<file path="src/iwd_defines.svh">
// Bit positions, opcode values and cycle figures of the instruction word decoder.
`ifndef IWD_DEFINES_SVH
`define IWD_DEFINES_SVH

`define IWD_WORD_W        24
`define IWD_OPC_HI        23
`define IWD_OPC_LO        16
`define IWD_GRP_HI        23
`define IWD_GRP_LO        21
`define IWD_OPC_NOP       8'h00
`define IWD_OPC_DW_GOTO   8'h04
`define IWD_OPC_DW_CALL   8'h02
`define IWD_OPC_DW_MOVD   8'h3e
`define IWD_DW_COUNT      3
`define IWD_BASE_HI       18
`define IWD_BASE_LO       15
`define IWD_SRC_HI        6
`define IWD_SRC_LO        0
`define IWD_RES_HI        13
`define IWD_RES_LO        7
`define IWD_FADDR_HI      12
`define IWD_FADDR_LO      0
`define IWD_TO_DFLT_BIT   13
`define IWD_BITPOS_HI     15
`define IWD_BITPOS_LO     12
`define IWD_BIT_IND_BIT   14
`define IWD_RES_SEP_BIT   19
`define IWD_ACC_BIT       15
`define IWD_SHIFT_REG_BIT 14
`define IWD_CYC_SINGLE    1
`define IWD_CYC_DOUBLE    2

`endif

</file>
<file path="src/iwd_pkg.sv">
// Types and shared decode functions of the instruction word decoder.
package iwd_pkg;
  `include "iwd_defines.svh"

  typedef enum logic [2:0] {
    IWD_CLS_CTRL = 3'h0,
    IWD_CLS_WORD = 3'h1,
    IWD_CLS_BIT  = 3'h2,
    IWD_CLS_LIT  = 3'h3,
    IWD_CLS_DSP  = 3'h4,
    IWD_CLS_NOP  = 3'h5
  } iwd_class_t;

  // Gray codes: every transition changes one bit.
  typedef enum logic [1:0] {
    IWD_ST_EXEC   = 2'h0,
    IWD_ST_SECOND = 2'h1,
    IWD_ST_BUBBLE = 2'h2
  } iwd_state_t;

  function automatic logic iwd_is_double(input logic [7:0] opc);
    return (opc == `IWD_OPC_DW_GOTO) || (opc == `IWD_OPC_DW_CALL) ||
           (opc == `IWD_OPC_DW_MOVD);
  endfunction

  function automatic iwd_class_t iwd_classify(input logic [7:0] opc);
    if (opc == `IWD_OPC_NOP) return IWD_CLS_NOP;
    case (opc[7:5])
      3'h0:    return IWD_CLS_CTRL;
      3'h1:    return IWD_CLS_WORD;
      3'h2:    return IWD_CLS_WORD;
      3'h3:    return IWD_CLS_BIT;
      3'h4:    return IWD_CLS_LIT;
      3'h5:    return IWD_CLS_LIT;
      default: return IWD_CLS_DSP;
    endcase
  endfunction
endpackage
</file>
<file path="src/iwd_cycle_ctrl.sv">
// Fetch sequencing: first and second word of a pair, and the flush cycle after a redirect.
module iwd_cycle_ctrl
  import iwd_pkg::*;
(
  input  wire logic i_clock,
  input  wire logic i_rstn,
  input  wire logic i_word_valid,
  input  wire logic i_is_double,
  input  wire logic i_flush,
  output logic      o_ready,
  output logic      o_take_single,
  output logic      o_take_first,
  output logic      o_take_second,
  output iwd_state_t o_state
);
  iwd_state_t state_q;
  iwd_state_t state_d;

  always_comb begin
    o_ready       = (state_q != IWD_ST_BUBBLE);
    o_take_single = i_word_valid && (state_q == IWD_ST_EXEC) && !i_is_double && !i_flush;
    o_take_first  = i_word_valid && (state_q == IWD_ST_EXEC) && i_is_double && !i_flush;
    o_take_second = i_word_valid && (state_q == IWD_ST_SECOND);
    o_state       = state_q;
    state_d       = state_q;
    case (state_q)
      IWD_ST_EXEC: begin
        if (i_flush) begin
          state_d = IWD_ST_BUBBLE;
        end else if (o_take_first) begin
          state_d = IWD_ST_SECOND;
        end
      end
      IWD_ST_SECOND: begin
        if (i_word_valid) begin
          state_d = IWD_ST_EXEC;
        end
      end
      default: state_d = IWD_ST_EXEC;
    endcase
  end

  always_ff @(posedge i_clock or negedge i_rstn) begin
    if (!i_rstn) begin
      state_q <= IWD_ST_EXEC;
    end else begin
      state_q <= state_d;
    end
  end
endmodule // iwd_cycle_ctrl

</file>
<file path="src/iwd_decoder.sv">
// Instruction word decoder: splits fetched words into opcode, class and operand fields.
// Function
// - Almost every instruction is one 24-bit program word.
// - Exactly three opcodes span two consecutive program words.
// - Upper 8 bits are the opcode; lower bits hold operand fields.
// - Each instruction falls into one of six classes.
// - Register word ops carry base, source and result register operands.
// - Memory word ops carry an address and memory-or-default-register destination.
// - Bit ops name a register or address and a literal or indirect bit.
// - Literal moves load an immediate into a register or memory address.
// - Literal arithmetic uses base and literal; separate result only if flagged.
// - Multiply-accumulate ops name accumulator, multiplicands, prefetches and write-back.
// - Other DSP ops name accumulator, operand and register or literal shift.
// - Control ops carry a program address or a table access mode.
// - A double-word instruction assembles its operands from 48 bits.
// - The second word of a pair has its top 8 bits zero.
// - A second word executed alone decodes as a no-operation.
// - A taken redirect from a single word adds one no-operation cycle.
// - Double-word instructions take two instruction cycles.
`include "iwd_defines.svh"
module iwd_decoder
  import iwd_pkg::*;
(
  input  wire logic        i_clock,
  input  wire logic        i_rstn,
  input  wire logic [23:0] i_word,
  input  wire logic        i_word_valid,
  input  wire logic        i_redirect,
  output logic             o_ready,
  output logic             o_valid,
  output logic      [7:0]  o_opcode,
  output iwd_class_t       o_class,
  output logic             o_is_nop,
  output logic             o_double,
  output logic             o_dw_error,
  output logic      [23:0] o_ext_word,
  output logic      [3:0]  o_base_reg,
  output logic      [6:0]  o_source_reg_operand,
  output logic      [6:0]  o_result_reg_operand,
  output logic             o_result_separate,
  output logic      [12:0] o_file_addr,
  output logic             o_file_form,
  output logic             o_to_default_work_target,
  output logic      [3:0]  o_bit_pos,
  output logic             o_bit_indirect,
  output logic      [15:0] o_literal,
  output logic             o_lit_arith,
  output logic             o_multiply_accumulate_class,
  output logic             o_accum_sel,
  output logic      [2:0]  o_mult_pair,
  output logic      [3:0]  o_x_prefetch,
  output logic      [3:0]  o_y_prefetch,
  output logic      [1:0]  o_awb,
  output logic             o_shift_by_reg,
  output logic      [3:0]  o_shift_count_reg,
  output logic      [22:0] o_prog_addr,
  output logic      [1:0]  o_table_mode
);
  iwd_state_t  state;
  logic        take_single;
  logic        take_first;
  logic        take_second;
  logic        flush;
  logic [23:0] prim;
  logic [7:0]  x_opc;
  iwd_class_t  x_cls;
  logic        x_dbl;
  logic        x_file;
  logic        x_arith;
  logic        x_mac;
  logic [15:0] x_lit;
  logic        load;

  logic [23:0] first_q, first_d;
  logic        valid_q, valid_d;
  logic [7:0]  opc_q, opc_d;
  iwd_class_t  cls_q, cls_d;
  logic        nop_q, nop_d;
  logic        dbl_q, dbl_d;
  logic        err_q, err_d;
  logic [23:0] ext_q, ext_d;
  logic [23:0] word_q, word_d;
  logic        file_q, file_d;
  logic        arith_q, arith_d;
  logic        mac_q, mac_d;
  logic [15:0] lit_q, lit_d;
  logic [22:0] paddr_q, paddr_d;

  // While the second word is awaited, the held first word drives field extraction.
  assign prim  = (state == IWD_ST_SECOND) ? first_q : i_word;
  // A redirect from a paired instruction costs nothing extra: its second cycle covers it.
  assign flush = valid_q && i_redirect && !dbl_q;

  iwd_field_extract u_extract (
    .i_word      (prim),
    .o_opcode    (x_opc),
    .o_class     (x_cls),
    .o_is_double (x_dbl),
    .o_file_form (x_file),
    .o_lit_arith (x_arith),
    .o_mac       (x_mac),
    .o_literal   (x_lit)
  );

  iwd_cycle_ctrl u_ctrl (
    .i_clock       (i_clock),
    .i_rstn        (i_rstn),
    .i_word_valid  (i_word_valid),
    .i_is_double   (x_dbl),
    .i_flush       (flush),
    .o_ready       (o_ready),
    .o_take_single (take_single),
    .o_take_first  (take_first),
    .o_take_second (take_second),
    .o_state       (state)
  );

  always_comb begin
    load     = take_single || take_second;
    first_d  = take_first ? i_word : first_q;
    valid_d  = load || (state == IWD_ST_BUBBLE);
    opc_d    = opc_q;
    cls_d    = cls_q;
    nop_d    = 1'b0;
    dbl_d    = 1'b0;
    err_d    = 1'b0;
    ext_d    = ext_q;
    word_d   = word_q;
    file_d   = file_q;
    arith_d  = arith_q;
    mac_d    = mac_q;
    lit_d    = lit_q;
    paddr_d  = paddr_q;
    if (state == IWD_ST_BUBBLE) begin
      // The flushed slot is issued as an operation with no effect.
      opc_d = `IWD_OPC_NOP;
      cls_d = IWD_CLS_NOP;
      nop_d = 1'b1;
    end else if (load) begin
      opc_d   = x_opc;
      cls_d   = x_cls;
      nop_d   = (x_cls == IWD_CLS_NOP);
      word_d  = prim;
      file_d  = x_file;
      arith_d = x_arith;
      mac_d   = x_mac;
      lit_d   = x_lit;
      dbl_d   = take_second;
      ext_d   = take_second ? i_word : 24'h000000;
      // A second word that breaks the zero-prefix form is flagged on o_dw_error but still issued as a valid pair.
      err_d   = take_second && (i_word[`IWD_OPC_HI:`IWD_OPC_LO] != 8'h00);
      if (take_second) begin
        paddr_d = {i_word[6:0], prim[15:1], 1'b0};
      end else begin
        paddr_d = {7'h00, prim[15:1], 1'b0};
      end
    end
  end

  always_ff @(posedge i_clock or negedge i_rstn) begin
    if (!i_rstn) begin
      first_q <= 24'h000000;
      valid_q <= 1'b0;
      opc_q   <= 8'h00;
      cls_q   <= IWD_CLS_NOP;
      nop_q   <= 1'b0;
      dbl_q   <= 1'b0;
      err_q   <= 1'b0;
      ext_q   <= 24'h000000;
      word_q  <= 24'h000000;
      file_q  <= 1'b0;
      arith_q <= 1'b0;
      mac_q   <= 1'b0;
      lit_q   <= 16'h0000;
      paddr_q <= 23'h000000;
    end else begin
      first_q <= first_d;
      valid_q <= valid_d;
      opc_q   <= opc_d;
      cls_q   <= cls_d;
      nop_q   <= nop_d;
      dbl_q   <= dbl_d;
      err_q   <= err_d;
      ext_q   <= ext_d;
      word_q  <= word_d;
      file_q  <= file_d;
      arith_q <= arith_d;
      mac_q   <= mac_d;
      lit_q   <= lit_d;
      paddr_q <= paddr_d;
    end
  end

  // Fields other than result register, literal, program address and the file, arithmetic, MAC, result-separate and default-target flags are slices of word_q.
  assign o_valid                     = valid_q;
  assign o_opcode                    = opc_q;
  assign o_class                     = cls_q;
  assign o_is_nop                    = nop_q;
  assign o_double                    = dbl_q;
  assign o_dw_error                  = err_q;
  assign o_ext_word                  = ext_q;
  assign o_base_reg                  = word_q[`IWD_BASE_HI:`IWD_BASE_LO];
  assign o_source_reg_operand        = word_q[`IWD_SRC_HI:`IWD_SRC_LO];
  assign o_result_reg_operand        = (arith_q && !word_q[`IWD_RES_SEP_BIT]) ?
                                       {3'h0, word_q[`IWD_BASE_HI:`IWD_BASE_LO]} :
                                       word_q[`IWD_RES_HI:`IWD_RES_LO];
  assign o_result_separate           = arith_q && word_q[`IWD_RES_SEP_BIT];
  assign o_file_addr                 = word_q[`IWD_FADDR_HI:`IWD_FADDR_LO];
  assign o_file_form                 = file_q;
  assign o_to_default_work_target    = file_q && !word_q[`IWD_TO_DFLT_BIT];
  assign o_bit_pos                   = word_q[`IWD_BITPOS_HI:`IWD_BITPOS_LO];
  assign o_bit_indirect              = word_q[`IWD_BIT_IND_BIT];
  assign o_literal                   = lit_q;
  assign o_lit_arith                 = arith_q;
  assign o_multiply_accumulate_class = mac_q;
  assign o_accum_sel                 = word_q[`IWD_ACC_BIT];
  assign o_mult_pair                 = word_q[14:12];
  assign o_x_prefetch                = word_q[11:8];
  assign o_y_prefetch                = word_q[7:4];
  assign o_awb                       = word_q[1:0];
  assign o_shift_by_reg              = word_q[`IWD_SHIFT_REG_BIT];
  assign o_shift_count_reg           = word_q[3:0];
  assign o_prog_addr                 = paddr_q;
  assign o_table_mode                = word_q[15:14];
endmodule // iwd_decoder

</file>
<file path="src/iwd_field_extract.sv">
// Combinational split of one 24-bit word into opcode, class and operand fields.
`include "iwd_defines.svh"
module iwd_field_extract
  import iwd_pkg::*;
(
  input  wire logic [23:0] i_word,
  output logic      [7:0]  o_opcode,
  output iwd_class_t       o_class,
  output logic             o_is_double,
  output logic             o_file_form,
  output logic             o_lit_arith,
  output logic             o_mac,
  output logic      [15:0] o_literal
);
  logic [2:0] grp;

  always_comb begin
    grp         = i_word[`IWD_GRP_HI:`IWD_GRP_LO];
    o_opcode    = i_word[`IWD_OPC_HI:`IWD_OPC_LO];
    o_class     = iwd_classify(o_opcode);
    o_is_double = iwd_is_double(o_opcode);
    o_file_form = (grp == 3'h2);
    o_lit_arith = (grp == 3'h5);
    o_mac       = (grp == 3'h6);
    case (grp)
      3'h0:    o_literal = i_word[15:0];
      3'h4:    o_literal = i_word[19:4];
      3'h5:    o_literal = {11'h000, i_word[4:0]};
      3'h7:    o_literal = {10'h000, i_word[9:4]};
      default: o_literal = 16'h0000;
    endcase
  end
endmodule // iwd_field_extract

</file>
<file path="config.mk">
export PLATFORM = sky130hd
export DESIGN_NAME = iwd_decoder
export DESIGN_NICKNAME = d
export VERILOG_FILES = /design/src/iwd_pkg.sv /design/src/iwd_cycle_ctrl.sv /design/src/iwd_decoder.sv /design/src/iwd_field_extract.sv
export VERILOG_INCLUDE_DIRS = /design/src
export SDC_FILE = /design/constraint.sdc
export NUM_CORES = 1
export LEC_CHECK = 0
export CORE_UTILIZATION = 42
export CTS_BUF_LIST = sky130_fd_sc_hd__clkbuf_16
export CTS_CLUSTER_DIAMETER = 150
export CTS_CLUSTER_SIZE = 24
export DETAILED_ROUTE_END_ITERATION = 6
export DONT_BUFFER_PORTS = 1
export GPL_TIMING_DRIVEN = 0
export SLEW_MARGIN = 20
export SYNTH_ARGS = -nofsm -noshare
export SYNTH_HDL_FRONTEND = slang
export SYNTH_SLANG_ARGS = --single-unit
</file>
<file path="constraint.sdc">
create_clock -name i_clock -period 2.8 [get_ports i_clock]
set_input_delay 0.14 -clock i_clock [delete_from_list [all_inputs] [get_ports i_clock]]
set_output_delay 0.14 -clock i_clock [all_outputs]
set_load 0.01 [all_outputs]
</file>
==> flow_summary.ini, run 1 <==
[final_layout]
fin_area_mm2 = 0.00634
drive_above_1_share_pct = 31.2
fillers = 1149
antennaDiodeCount = 0
syn_to_final_growth_pct = 13.6
nNetsFinal = 565

[outcome]
outcome = completed

[job]
maxCapViolations = 0

[yosys]
synthArstFlopShare_pct = 100
yosysWarnings = 0
synth_edf_count = 0
synthTopCellsByArea = dfrtp_1 (46%), buf_4 (10%), mux2_2 (9.7%), mux2i_1 (7.9%), a22o_1 (3.8%)
synth_area_per_cell_um2 = 11.1
synth_top_area_share_pct = 45.8
ys_seq_area_share_pct = 46.7
synthFlopType = dfrtp_1
yosysUniqueCellTypes = 46
synth_cells = 502
yosysMostFrequentCell = dfrtp_1
yosys-top-cells-count = dfrtp_1 (102), buf_4 (74), mux2_2 (48)
syn-num-nets = 530
ys_ff_latch = 104
yosysTopAreaCell = dfrtp_1
netlist_area_mm2 = 0.00558

[power_and_ir_drop]
p_switching_mw = 1.38
netSwitchingFraction_pct = 31.5
p_leak_nw = 3.07
power_density_mw_per_mm2 = 692
irDropWorstVdd_mv = 0.305
p_comb_share_pct = 26.0
p_int_mw = 3.00
pwr-share-clk_pct = 28.5
p_seq_share_pct = 45.5

[routing]
routed_wl_mm = 14.9
dr.first_iter.drc_count = 243
via_count = 3849
firstDrtPassIters = 5
vias_per_cell = 5.40
postRouteAntennaNets = 0
wire_per_inst_um = 20.9
drcViolationCount = 0

[grt]
antenna_found_initial = 0
first_global_vias = 3748
grt_pass1_wl_mm = 22.2
grt_usage_pct = 22.5
grt_max_degree = 105
grt.overflow.total = 0

[timing]
fin_worst_skew_ns = 0.00639
slew_headroom_pct = 49.8
setup_viol = 0
fmax_mhz = 397
tightestPinTransition_ns = 0.732
fin_setup_tns_ns = 0
hold_violations = 0
rsz0062_at_grt = false
final.period_utilization_pct = 90.0
period_minus_slack_ns = 2.52
slew_violations = 0

[min_path]
hold_class = in2reg

[worst_setup_path]
end_kind = flip-flop
critPathKind = reg2reg
ff2ff_path_depth = 8
cp_max_fo = 10
cp-start-kind = flip-flop
crit_end = first_q[12]
reg2reg_from = u_ctrl.o_state[0]
r2r_setup_slack_ns = 0.28
startpoint = u_ctrl.o_state[0]
critPathArrivalTime_ns = 2.76
crit_required_ns = 3.04
r2r_end = first_q[12]

[placement]
dpl.hpwl_mm = 10.1
place_congestion = 0.881
port-buffer-count = 0
post_dp_cell_area_mm2 = 0.00579

[cts]
htree_levels = 3
clk_pin_slew_ns = 0.07
clk_latency_ns = 0.35
clock-root-buffer = clkbuf_16
cts_tree = built
clockBufferDepth = 2
cts_buffers = 9
clock-sinks = 104

[floorplanning]
core_mm2 = 0.0128
rows = 41
die_height_um = 117
die_area_mm2 = 0.0137
pin_count = 169
dieWidth_um = 117
initial_core_util_pct = 43.7
-- through the flow --
stage | power, mW | hold slack (ns) | utilization, % | cells | worst slack [ns]
after global routing | 4.60 | 0.0380 | 49.6 | 713 | 0.110
after detailed placement | 3.11 | -0.150 | 45.4 | 674 | 0.289
after CTS | 4.43 | 0.0253 | 49.6 | 713 | 0.274
after floorplan | 2.91 | -0.156 | - | 502 | 0.605
after global placement | 3.08 | -0.150 | 45.4 | 674 | 0.311
final | 4.39 | 0.0346 | 49.6 | 713 | 0.281
-- layout make-up --
class	instances	area, um2	area share, %
timing repair buffer	24	258	4.07
clock buffer	9	225	3.55
buffer	101	721	11.4
inverter	12	45.0	0.711
multi-input combinational	285	2210	34.8
clock inverter	6	61.3	0.967
tap	172	215	3.40
sequential	104	2610	41.1
-- layout by cell type, fill, tap and decap left out, types with 2 or more instances in the layout --
cell	count
clkinv_1	2
buf_6	7
nor3_1	6
clkinvlp_4	3
a21oi_1	7
o21a_1	2
a211oi_1	12
a31oi_1	4
nand2b_1	2
buf_4	74
buf_2	9
o211ai_1	5
mux2_2	48
nor2_1	27
dfstp_2	2
o22ai_1	2
a22o_1	24
nor4_1	3
nand2_1	46
mux2i_1	44
nor3b_1	2
nor2b_1	15
clkbuf_1	9
clkbuf_16	9
nand4b_1	2
dfrtp_1	102
buf_1	2
o41ai_1	4
nand3_1	2
mux2_4	7
dlygate4sd3_1	23
o21ai_0	5
inv_1	11
-- worst min-delay path by stage --
stage | startpoint | end | slack (ns) | cells after the start
4_1_cts | i_redirect | u_ctrl.o_state[1] | 0.03 | 2
6_report | i_word[15] | word_q[15] | 0.03 | 3
2_1_floorplan | i_rstn | first_q[0] | -0.16 | 0
3_3_place_gp | i_rstn | o_double | -0.15 | 0
5_1_grt | i_redirect | u_ctrl.o_state[1] | 0.04 | 2
3_5_place_dp | i_rstn | o_opcode[3] | -0.15 | 0
-- kinds of logic after synthesis --
group / Yosys count / share of synthesized area, %
buffers and inverters: 113 / 13.7
and+or+nand+nor: 111 / 9.60
DFF: 104 / 46.7
muxes: 100 / 19.7
AOI/OAI and AO/OA: 71 / 9.89
xor gates and xnor gates: 2 / 0.314
other: 1 / 0.0672
-- routing by layer --
metal | track usage, % | vias to the layer above | wire (um)
met5 | 0 | - | 0
met3 | 5.72 | 20 | 1070
met2 | 35.7 | 171 | 7090
met4 | 7.93 | 0 | 260
li1 | - | 1743 | -
met1 | 29.8 | 1915 | 6500
-- repair_timing --
item / in CTS / in global routing
hold buffers: 24 / 0
resized for setup: 0 / 0
hold endpoints to repair: 145 / 0
setup buffers: 0 / 0
-- power groups by stage --
stage / sequential (mW) / clock (mW) / combinational [mW]
2_1_floorplan: 1.95 / 0 / 0.954
3_3_place_gp: 2.01 / 0 / 1.07
3_5_place_dp: 2.03 / 0 / 1.08
4_1_cts: 2.00 / 1.27 / 1.15
5_1_grt: 2.03 / 1.32 / 1.24
6_report: 2.00 / 1.25 / 1.14
-- state kept, by name (all words and copies together), names as in the netlist --
signal                       count
o_double                         1
o_ext_word                      24
o_dw_error                       1
first_q                         24
o_valid                          1
o_lit_arith                      1
o_class                          3
o_multiply_accumulate_class      1
o_literal                       16
o_file_form                      1
o_is_nop                         1
u_ctrl.o_state                   2
o_opcode                         8
word_q                          20
-- critical path, cell delays in order, from the launching register on --
cell and delay [ns]:
dfrtp_1 0.43, nor2b_2 0.18, buf_6 0.13, mux2i_1 0.36
nand4b_4 0.17, o21a_1 0.24, nor2_2 0.33, buf_6 0.22
mux2_2 0.34
No activity file was read; power rests on OpenSTA's default activity.
==> run 2, diff against run 1 <==
--- a/config.mk
+++ b/config.mk
@@ -6,13 +6,16 @@
 export SDC_FILE = /design/constraint.sdc
 export NUM_CORES = 1
 export LEC_CHECK = 0
-export CORE_UTILIZATION = 42
+export CELL_PAD_IN_SITES_DETAIL_PLACEMENT = 0
+export CELL_PAD_IN_SITES_GLOBAL_PLACEMENT = 2
+export CORE_UTILIZATION = 40
 export CTS_BUF_LIST = sky130_fd_sc_hd__clkbuf_16
 export CTS_CLUSTER_DIAMETER = 150
 export CTS_CLUSTER_SIZE = 24
 export DETAILED_ROUTE_END_ITERATION = 6
 export DONT_BUFFER_PORTS = 1
 export GPL_TIMING_DRIVEN = 0
+export PLACE_DENSITY_LB_ADDON = 0.1
 export SLEW_MARGIN = 20
 export SYNTH_ARGS = -nofsm -noshare
 export SYNTH_HDL_FRONTEND = slang
==> flow_summary.ini, run 2 (same netlist as run 1, synthesis figures left out) <==
[outcome]
outcome = completed

[timing]
setup_viol = 0
period_minus_slack_ns = 2.60
tightestPinTransition_ns = 0.817
slew_headroom_pct = 44.0
rsz0062_at_grt = false
final.period_utilization_pct = 93.0
fin_setup_tns_ns = 0
slew_violations = 0
fmax_mhz = 384
hold_violations = 0
fin_worst_skew_ns = 0.00762

[final_layout]
drive_above_1_share_pct = 31.1
fillers = 1285
layout_commonest_cell = dfrtp_1
antennaDiodeCount = 0
nNetsFinal = 565
syn_to_final_growth_pct = 13.3
final_cell_mix = dfrtp_1 (102), buf_4 (74), mux2_2 (48)
utilization_pct = 47.2

[worst_setup_path]
cp_max_fo = 10
crit_required_ns = 3.04
critPathArrivalTime_ns = 2.84
cp-start-kind = flip-flop
end_kind = flip-flop
critPathKind = reg2reg

[floorplanning]
rows = 42
dieWidth_um = 120
initial_core_util_pct = 41.6
core_mm2 = 0.0134
die_height_um = 120
die_area_mm2 = 0.0144
pin_count = 169

[cts]
clockBufferDepth = 2
clock-root-buffer = clkbuf_16
clk_pin_slew_ns = 0.07
cts-resized-gates = 0
htree_levels = 3
clock-sinks = 104
cts_buffers = 9
cts_tree = built
clk_latency_ns = 0.35

[power_and_ir_drop]
netSwitchingFraction_pct = 32.1
irDropWorstVdd_mv = 0.369
pwr-share-clk_pct = 27.1
p_leak_nw = 3.06
p_switching_mw = 1.38
power_density_mw_per_mm2 = 679
p_comb_share_pct = 26.6
p_int_mw = 2.91
p_seq_share_pct = 46.3

[grt]
antenna_found_initial = 0
grt_max_degree = 105
grt_usage_pct = 22.1
grt.overflow.total = 0
grt_pass1_wl_mm = 23.4
first_global_vias = 3857

[routing]
drcViolationCount = 0
vias_per_cell = 5.26
firstDrtPassIters = 4
postRouteAntennaNets = 0
wire_per_inst_um = 21.2
dr.first_iter.drc_count = 219
routed_wl_mm = 15.2
via_count = 3768

[min_path]
hold_class = in2reg

[job]
maxCapViolations = 0

[placement]
port-buffer-count = 0
place_congestion = 0.790
dpl.hpwl_mm = 10.4
[run 2: power groups by stage]
stage / Combinational [mW] / Sequential (mW) / Clock, mW
finish: 1.14 / 1.99 / 1.16
global placement: 1.08 / 2.01 / 0
floorplan: 0.954 / 1.95 / 0
global route: 1.24 / 2.03 / 1.25
detailed placement: 1.08 / 2.03 / 0
CTS: 1.16 / 2.00 / 1.20
[run 2: layout make-up]
class	instances	area [um2]	area share, %
inverter	12	45.0	0.713
clock buffer	9	225	3.56
multi-input combinational	285	2210	34.9
clock inverter	6	38.8	0.614
sequential	104	2610	41.2
tap	176	220	3.48
buffer	101	721	11.4
timing repair buffer	24	258	4.08
[run 2: worst max-delay path, cell delays in order, from the launching register on]
cell and delay (ns):
dfrtp_1 0.43, nor2b_2 0.18, buf_6 0.13, mux2i_1 0.47, nand4b_4 0.27, o21ai_4 0.10
o21ai_2 0.16, buf_6 0.19, buf_6 0.23, mux2_4 0.32
[run 2: stage by stage]
step / hold slack [ns] / setup WS (ns) / area, um2 / power [mW] / instances
6_report: 0.0273 / 0.196 / 6320 / 4.29 / 717
2_1_floorplan: -0.156 / 0.605 / 5580 / 2.91 / 502
3_5_place_dp: -0.152 / 0.261 / 5800 / 3.11 / 678
5_1_grt: 0.0371 / 0.0952 / 6320 / 4.52 / 717
4_1_cts: 0.0216 / 0.242 / 6320 / 4.36 / 717
3_3_place_gp: -0.152 / 0.231 / 5800 / 3.09 / 678
[run 2: worst paths after layout]
path | endpoint | startpoint | depth (start not counted) | slack [ns]
setup / recovery | o_file_form | u_ctrl.o_state[0] | 9 | 0.20
hold / removal | u_ctrl.o_state[1] | i_redirect | 2 | 0.03
setup reg to reg | o_file_form | u_ctrl.o_state[0] | 9 | 0.20
hold reg to reg | first_q[1] | first_q[1] | 1 | 0.51
max in group asynchronous | o_class[2] | i_rstn | 2 | 1.99
min in group asynchronous | o_ext_word[7] | i_rstn | 2 | 0.36
[run 2: layer usage]
layer,vias up,wire [um],GRT usage [%]
li1,1752,-,-
met1,1867,7190,31.0
met2,132,6800,33.0
met3,17,923,5.13
met4,0,297,8.44
met5,-,0,0
[run 2: what timing repair did]
action,4_1_cts,5_1_grt
hold buffers,24,0
buffers inserted,0,0
endpoints found under the hold margin,145,0
==> run 3, diff against run 2 <==
--- a/config.mk
+++ b/config.mk
@@ -6,6 +6,7 @@
 export SDC_FILE = /design/constraint.sdc
 export NUM_CORES = 1
 export LEC_CHECK = 0
+export CAP_MARGIN = 20
 export CELL_PAD_IN_SITES_DETAIL_PLACEMENT = 0
 export CELL_PAD_IN_SITES_GLOBAL_PLACEMENT = 2
 export CORE_UTILIZATION = 40
@@ -16,6 +17,7 @@
 export DONT_BUFFER_PORTS = 1
 export GPL_TIMING_DRIVEN = 0
 export PLACE_DENSITY_LB_ADDON = 0.1
+export REMOVE_ABC_BUFFERS = 1
 export SLEW_MARGIN = 20
 export SYNTH_ARGS = -nofsm -noshare
 export SYNTH_HDL_FRONTEND = slang
==> flow_summary.ini, run 3 (same netlist as run 1, synthesis figures left out) <==
[timing]
final.period_utilization_pct = 93.0
tightestPinTransition_ns = 0.892
period_minus_slack_ns = 2.60
hold_violations = 0
fmax_mhz = 384
setup_viol = 0
rsz0062_at_grt = false
slew_headroom_pct = 38.8
slew_violations = 0
fin_worst_skew_ns = 0.00696
whs_ns = 0.0313

[final_layout]
fin_area_mm2 = 0.00596
layout_commonest_cell = dfrtp_1
antennaDiodeCount = 0
nNetsFinal = 483
fillers = 1298
final_cell_mix = dfrtp_1 (101), mux2_2 (48), nand2_1 (46)
syn_to_final_growth_pct = 6.77
drive_above_1_share_pct = 21.7

[floorplanning]
initial_core_util_pct = 41.6
die_height_um = 120
die_area_mm2 = 0.0144
core_mm2 = 0.0134
rows = 42
dieWidth_um = 120
pin_count = 169

[worst_setup_path]
end_kind = flip-flop
critPathKind = reg2reg
cp-start-kind = flip-flop
crit_required_ns = 3.07
cp_max_fo = 24
critPathArrivalTime_ns = 2.87

[job]
maxCapViolations = 0

[routing]
drcViolationCount = 0
vias_per_cell = 5.50
postRouteAntennaNets = 0
via_count = 3500
dr.first_iter.drc_count = 144
routed_wl_mm = 14.3
wire_per_inst_um = 22.6
firstDrtPassIters = 4

[cts]
cts_buffers = 9
clk_pin_slew_ns = 0.07
clock-root-buffer = clkbuf_16
clock-sinks = 104
htree_levels = 3
clockBufferDepth = 2
clk_latency_ns = 0.35
cts_tree = built

[grt]
grt_pass1_wl_mm = 22.0
antenna_found_initial = 0
grt_max_degree = 105
first_global_vias = 3635
grt.overflow.total = 0
grt_usage_pct = 20.7

[placement]
post_dp_cell_area_mm2 = 0.00527
port-buffer-count = 0
dpl.hpwl_mm = 8.95
place_congestion = 0.785

[power_and_ir_drop]
power_mw = 4.06
power_density_mw_per_mm2 = 682
irDropWorstVdd_mv = 0.308
p_leak_nw = 2.77

[min_path]
hold_class = in2reg

[outcome]
outcome = completed
[run 3: cell count changes in the layout (fill, tap and decap cells not counted), moves of 2 or more]
| cell | previous run | this run |
|---|---|---|
| clkbuf_1 | 9 | 0 |
| buf_6 | 7 | 1 |
| clkinv_2 | 0 | 2 |
| buf_16 | 1 | 6 |
| buf_1 | 2 | 0 |
| buf_4 | 74 | 7 |
| buf_2 | 9 | 0 |
| mux2i_4 | 0 | 2 |
| dlygate4sd3_1 | 23 | 27 |
[run 3: path summary, 6_finish.rpt]
path	endpoint	cells after the start	start	slack (ns)
min in group asynchronous	o_literal[14]	2	i_rstn	0.42
worst max-delay path	o_opcode[0]	8	u_ctrl.o_state[1]	0.20
worst min register to register	first_q[8]	1	first_q[8]	0.51
worst max register to register	o_opcode[0]	8	u_ctrl.o_state[1]	0.20
max in group asynchronous	o_literal[4]	2	i_rstn	1.96
worst min-delay path	word_q[14]	3	i_word[14]	0.03
[run 3: final cells by class]
type	instances	area [um2]	share of cell area, %
multi-input cells	286	2270	38.2
flip-flops and latches	104	2610	43.8
clock buffers	9	225	3.78
inverters	12	48.8	0.819
well taps	176	220	3.70
clock inverters	7	63.8	1.07
repair buffers	42	519	8.72
[run 3: critical path: stages, from the launching register on]
cell and delay, ns:
dfrtp_1 0.48, nand2b_4 0.29, buf_12 0.22, mux2i_4 0.31, nand4b_4 0.15, o21ai_4 0.34, o21a_4 0.32, buf_16 0.20
mux2i_1 0.20
[run 3: where the power goes]
group	total, mW	switching [mW]	internal (mW)	leakage [nW]
sequential	2.13	0.413	1.72	1.36
clock	1.26	0.574	0.686	0.144
combinational	0.666	0.333	0.334	1.27
[run 3: layer usage]
| layer | share of wire (%) | global-route usage [%] | vias up | wire length (um) |
|---|---|---|---|---|
| met5 | 0 | 0 | - | 0 |
| met4 | 1.5 | 7.58 | 0 | 213 |
| met3 | 5.7 | 4.33 | 13 | 823 |
| met2 | 45 | 30.6 | 95 | 6510 |
| met1 | 47 | 29.7 | 1802 | 6800 |
| li1 | - | - | 1590 | - |
[run 3: repair_timing]
action / in CTS / in global routing
setup endpoints to repair: 100 / 52
hold endpoints to repair: 151 / 0
buffers inserted: 6 / 1
pin swaps: 2 / 1
hold buffers: 28 / 0
gates cloned: 0 / 1
resized for setup: 3 / 3
[run 3: metrics by stage]
stage / util, % / cells / setup slack, ns / TNS [ns]
floorplan: - / 401 / -1.30 / -85.93
global placement: 37.9 / 577 / -3.23 / -263.69
detailed placement: 39.3 / 584 / -0.855 / -59.24
CTS: 44.2 / 634 / 0.00333 / 0
global route: 44.5 / 636 / 0.0266 / 0
finish: 44.5 / 636 / 0.197 / 0
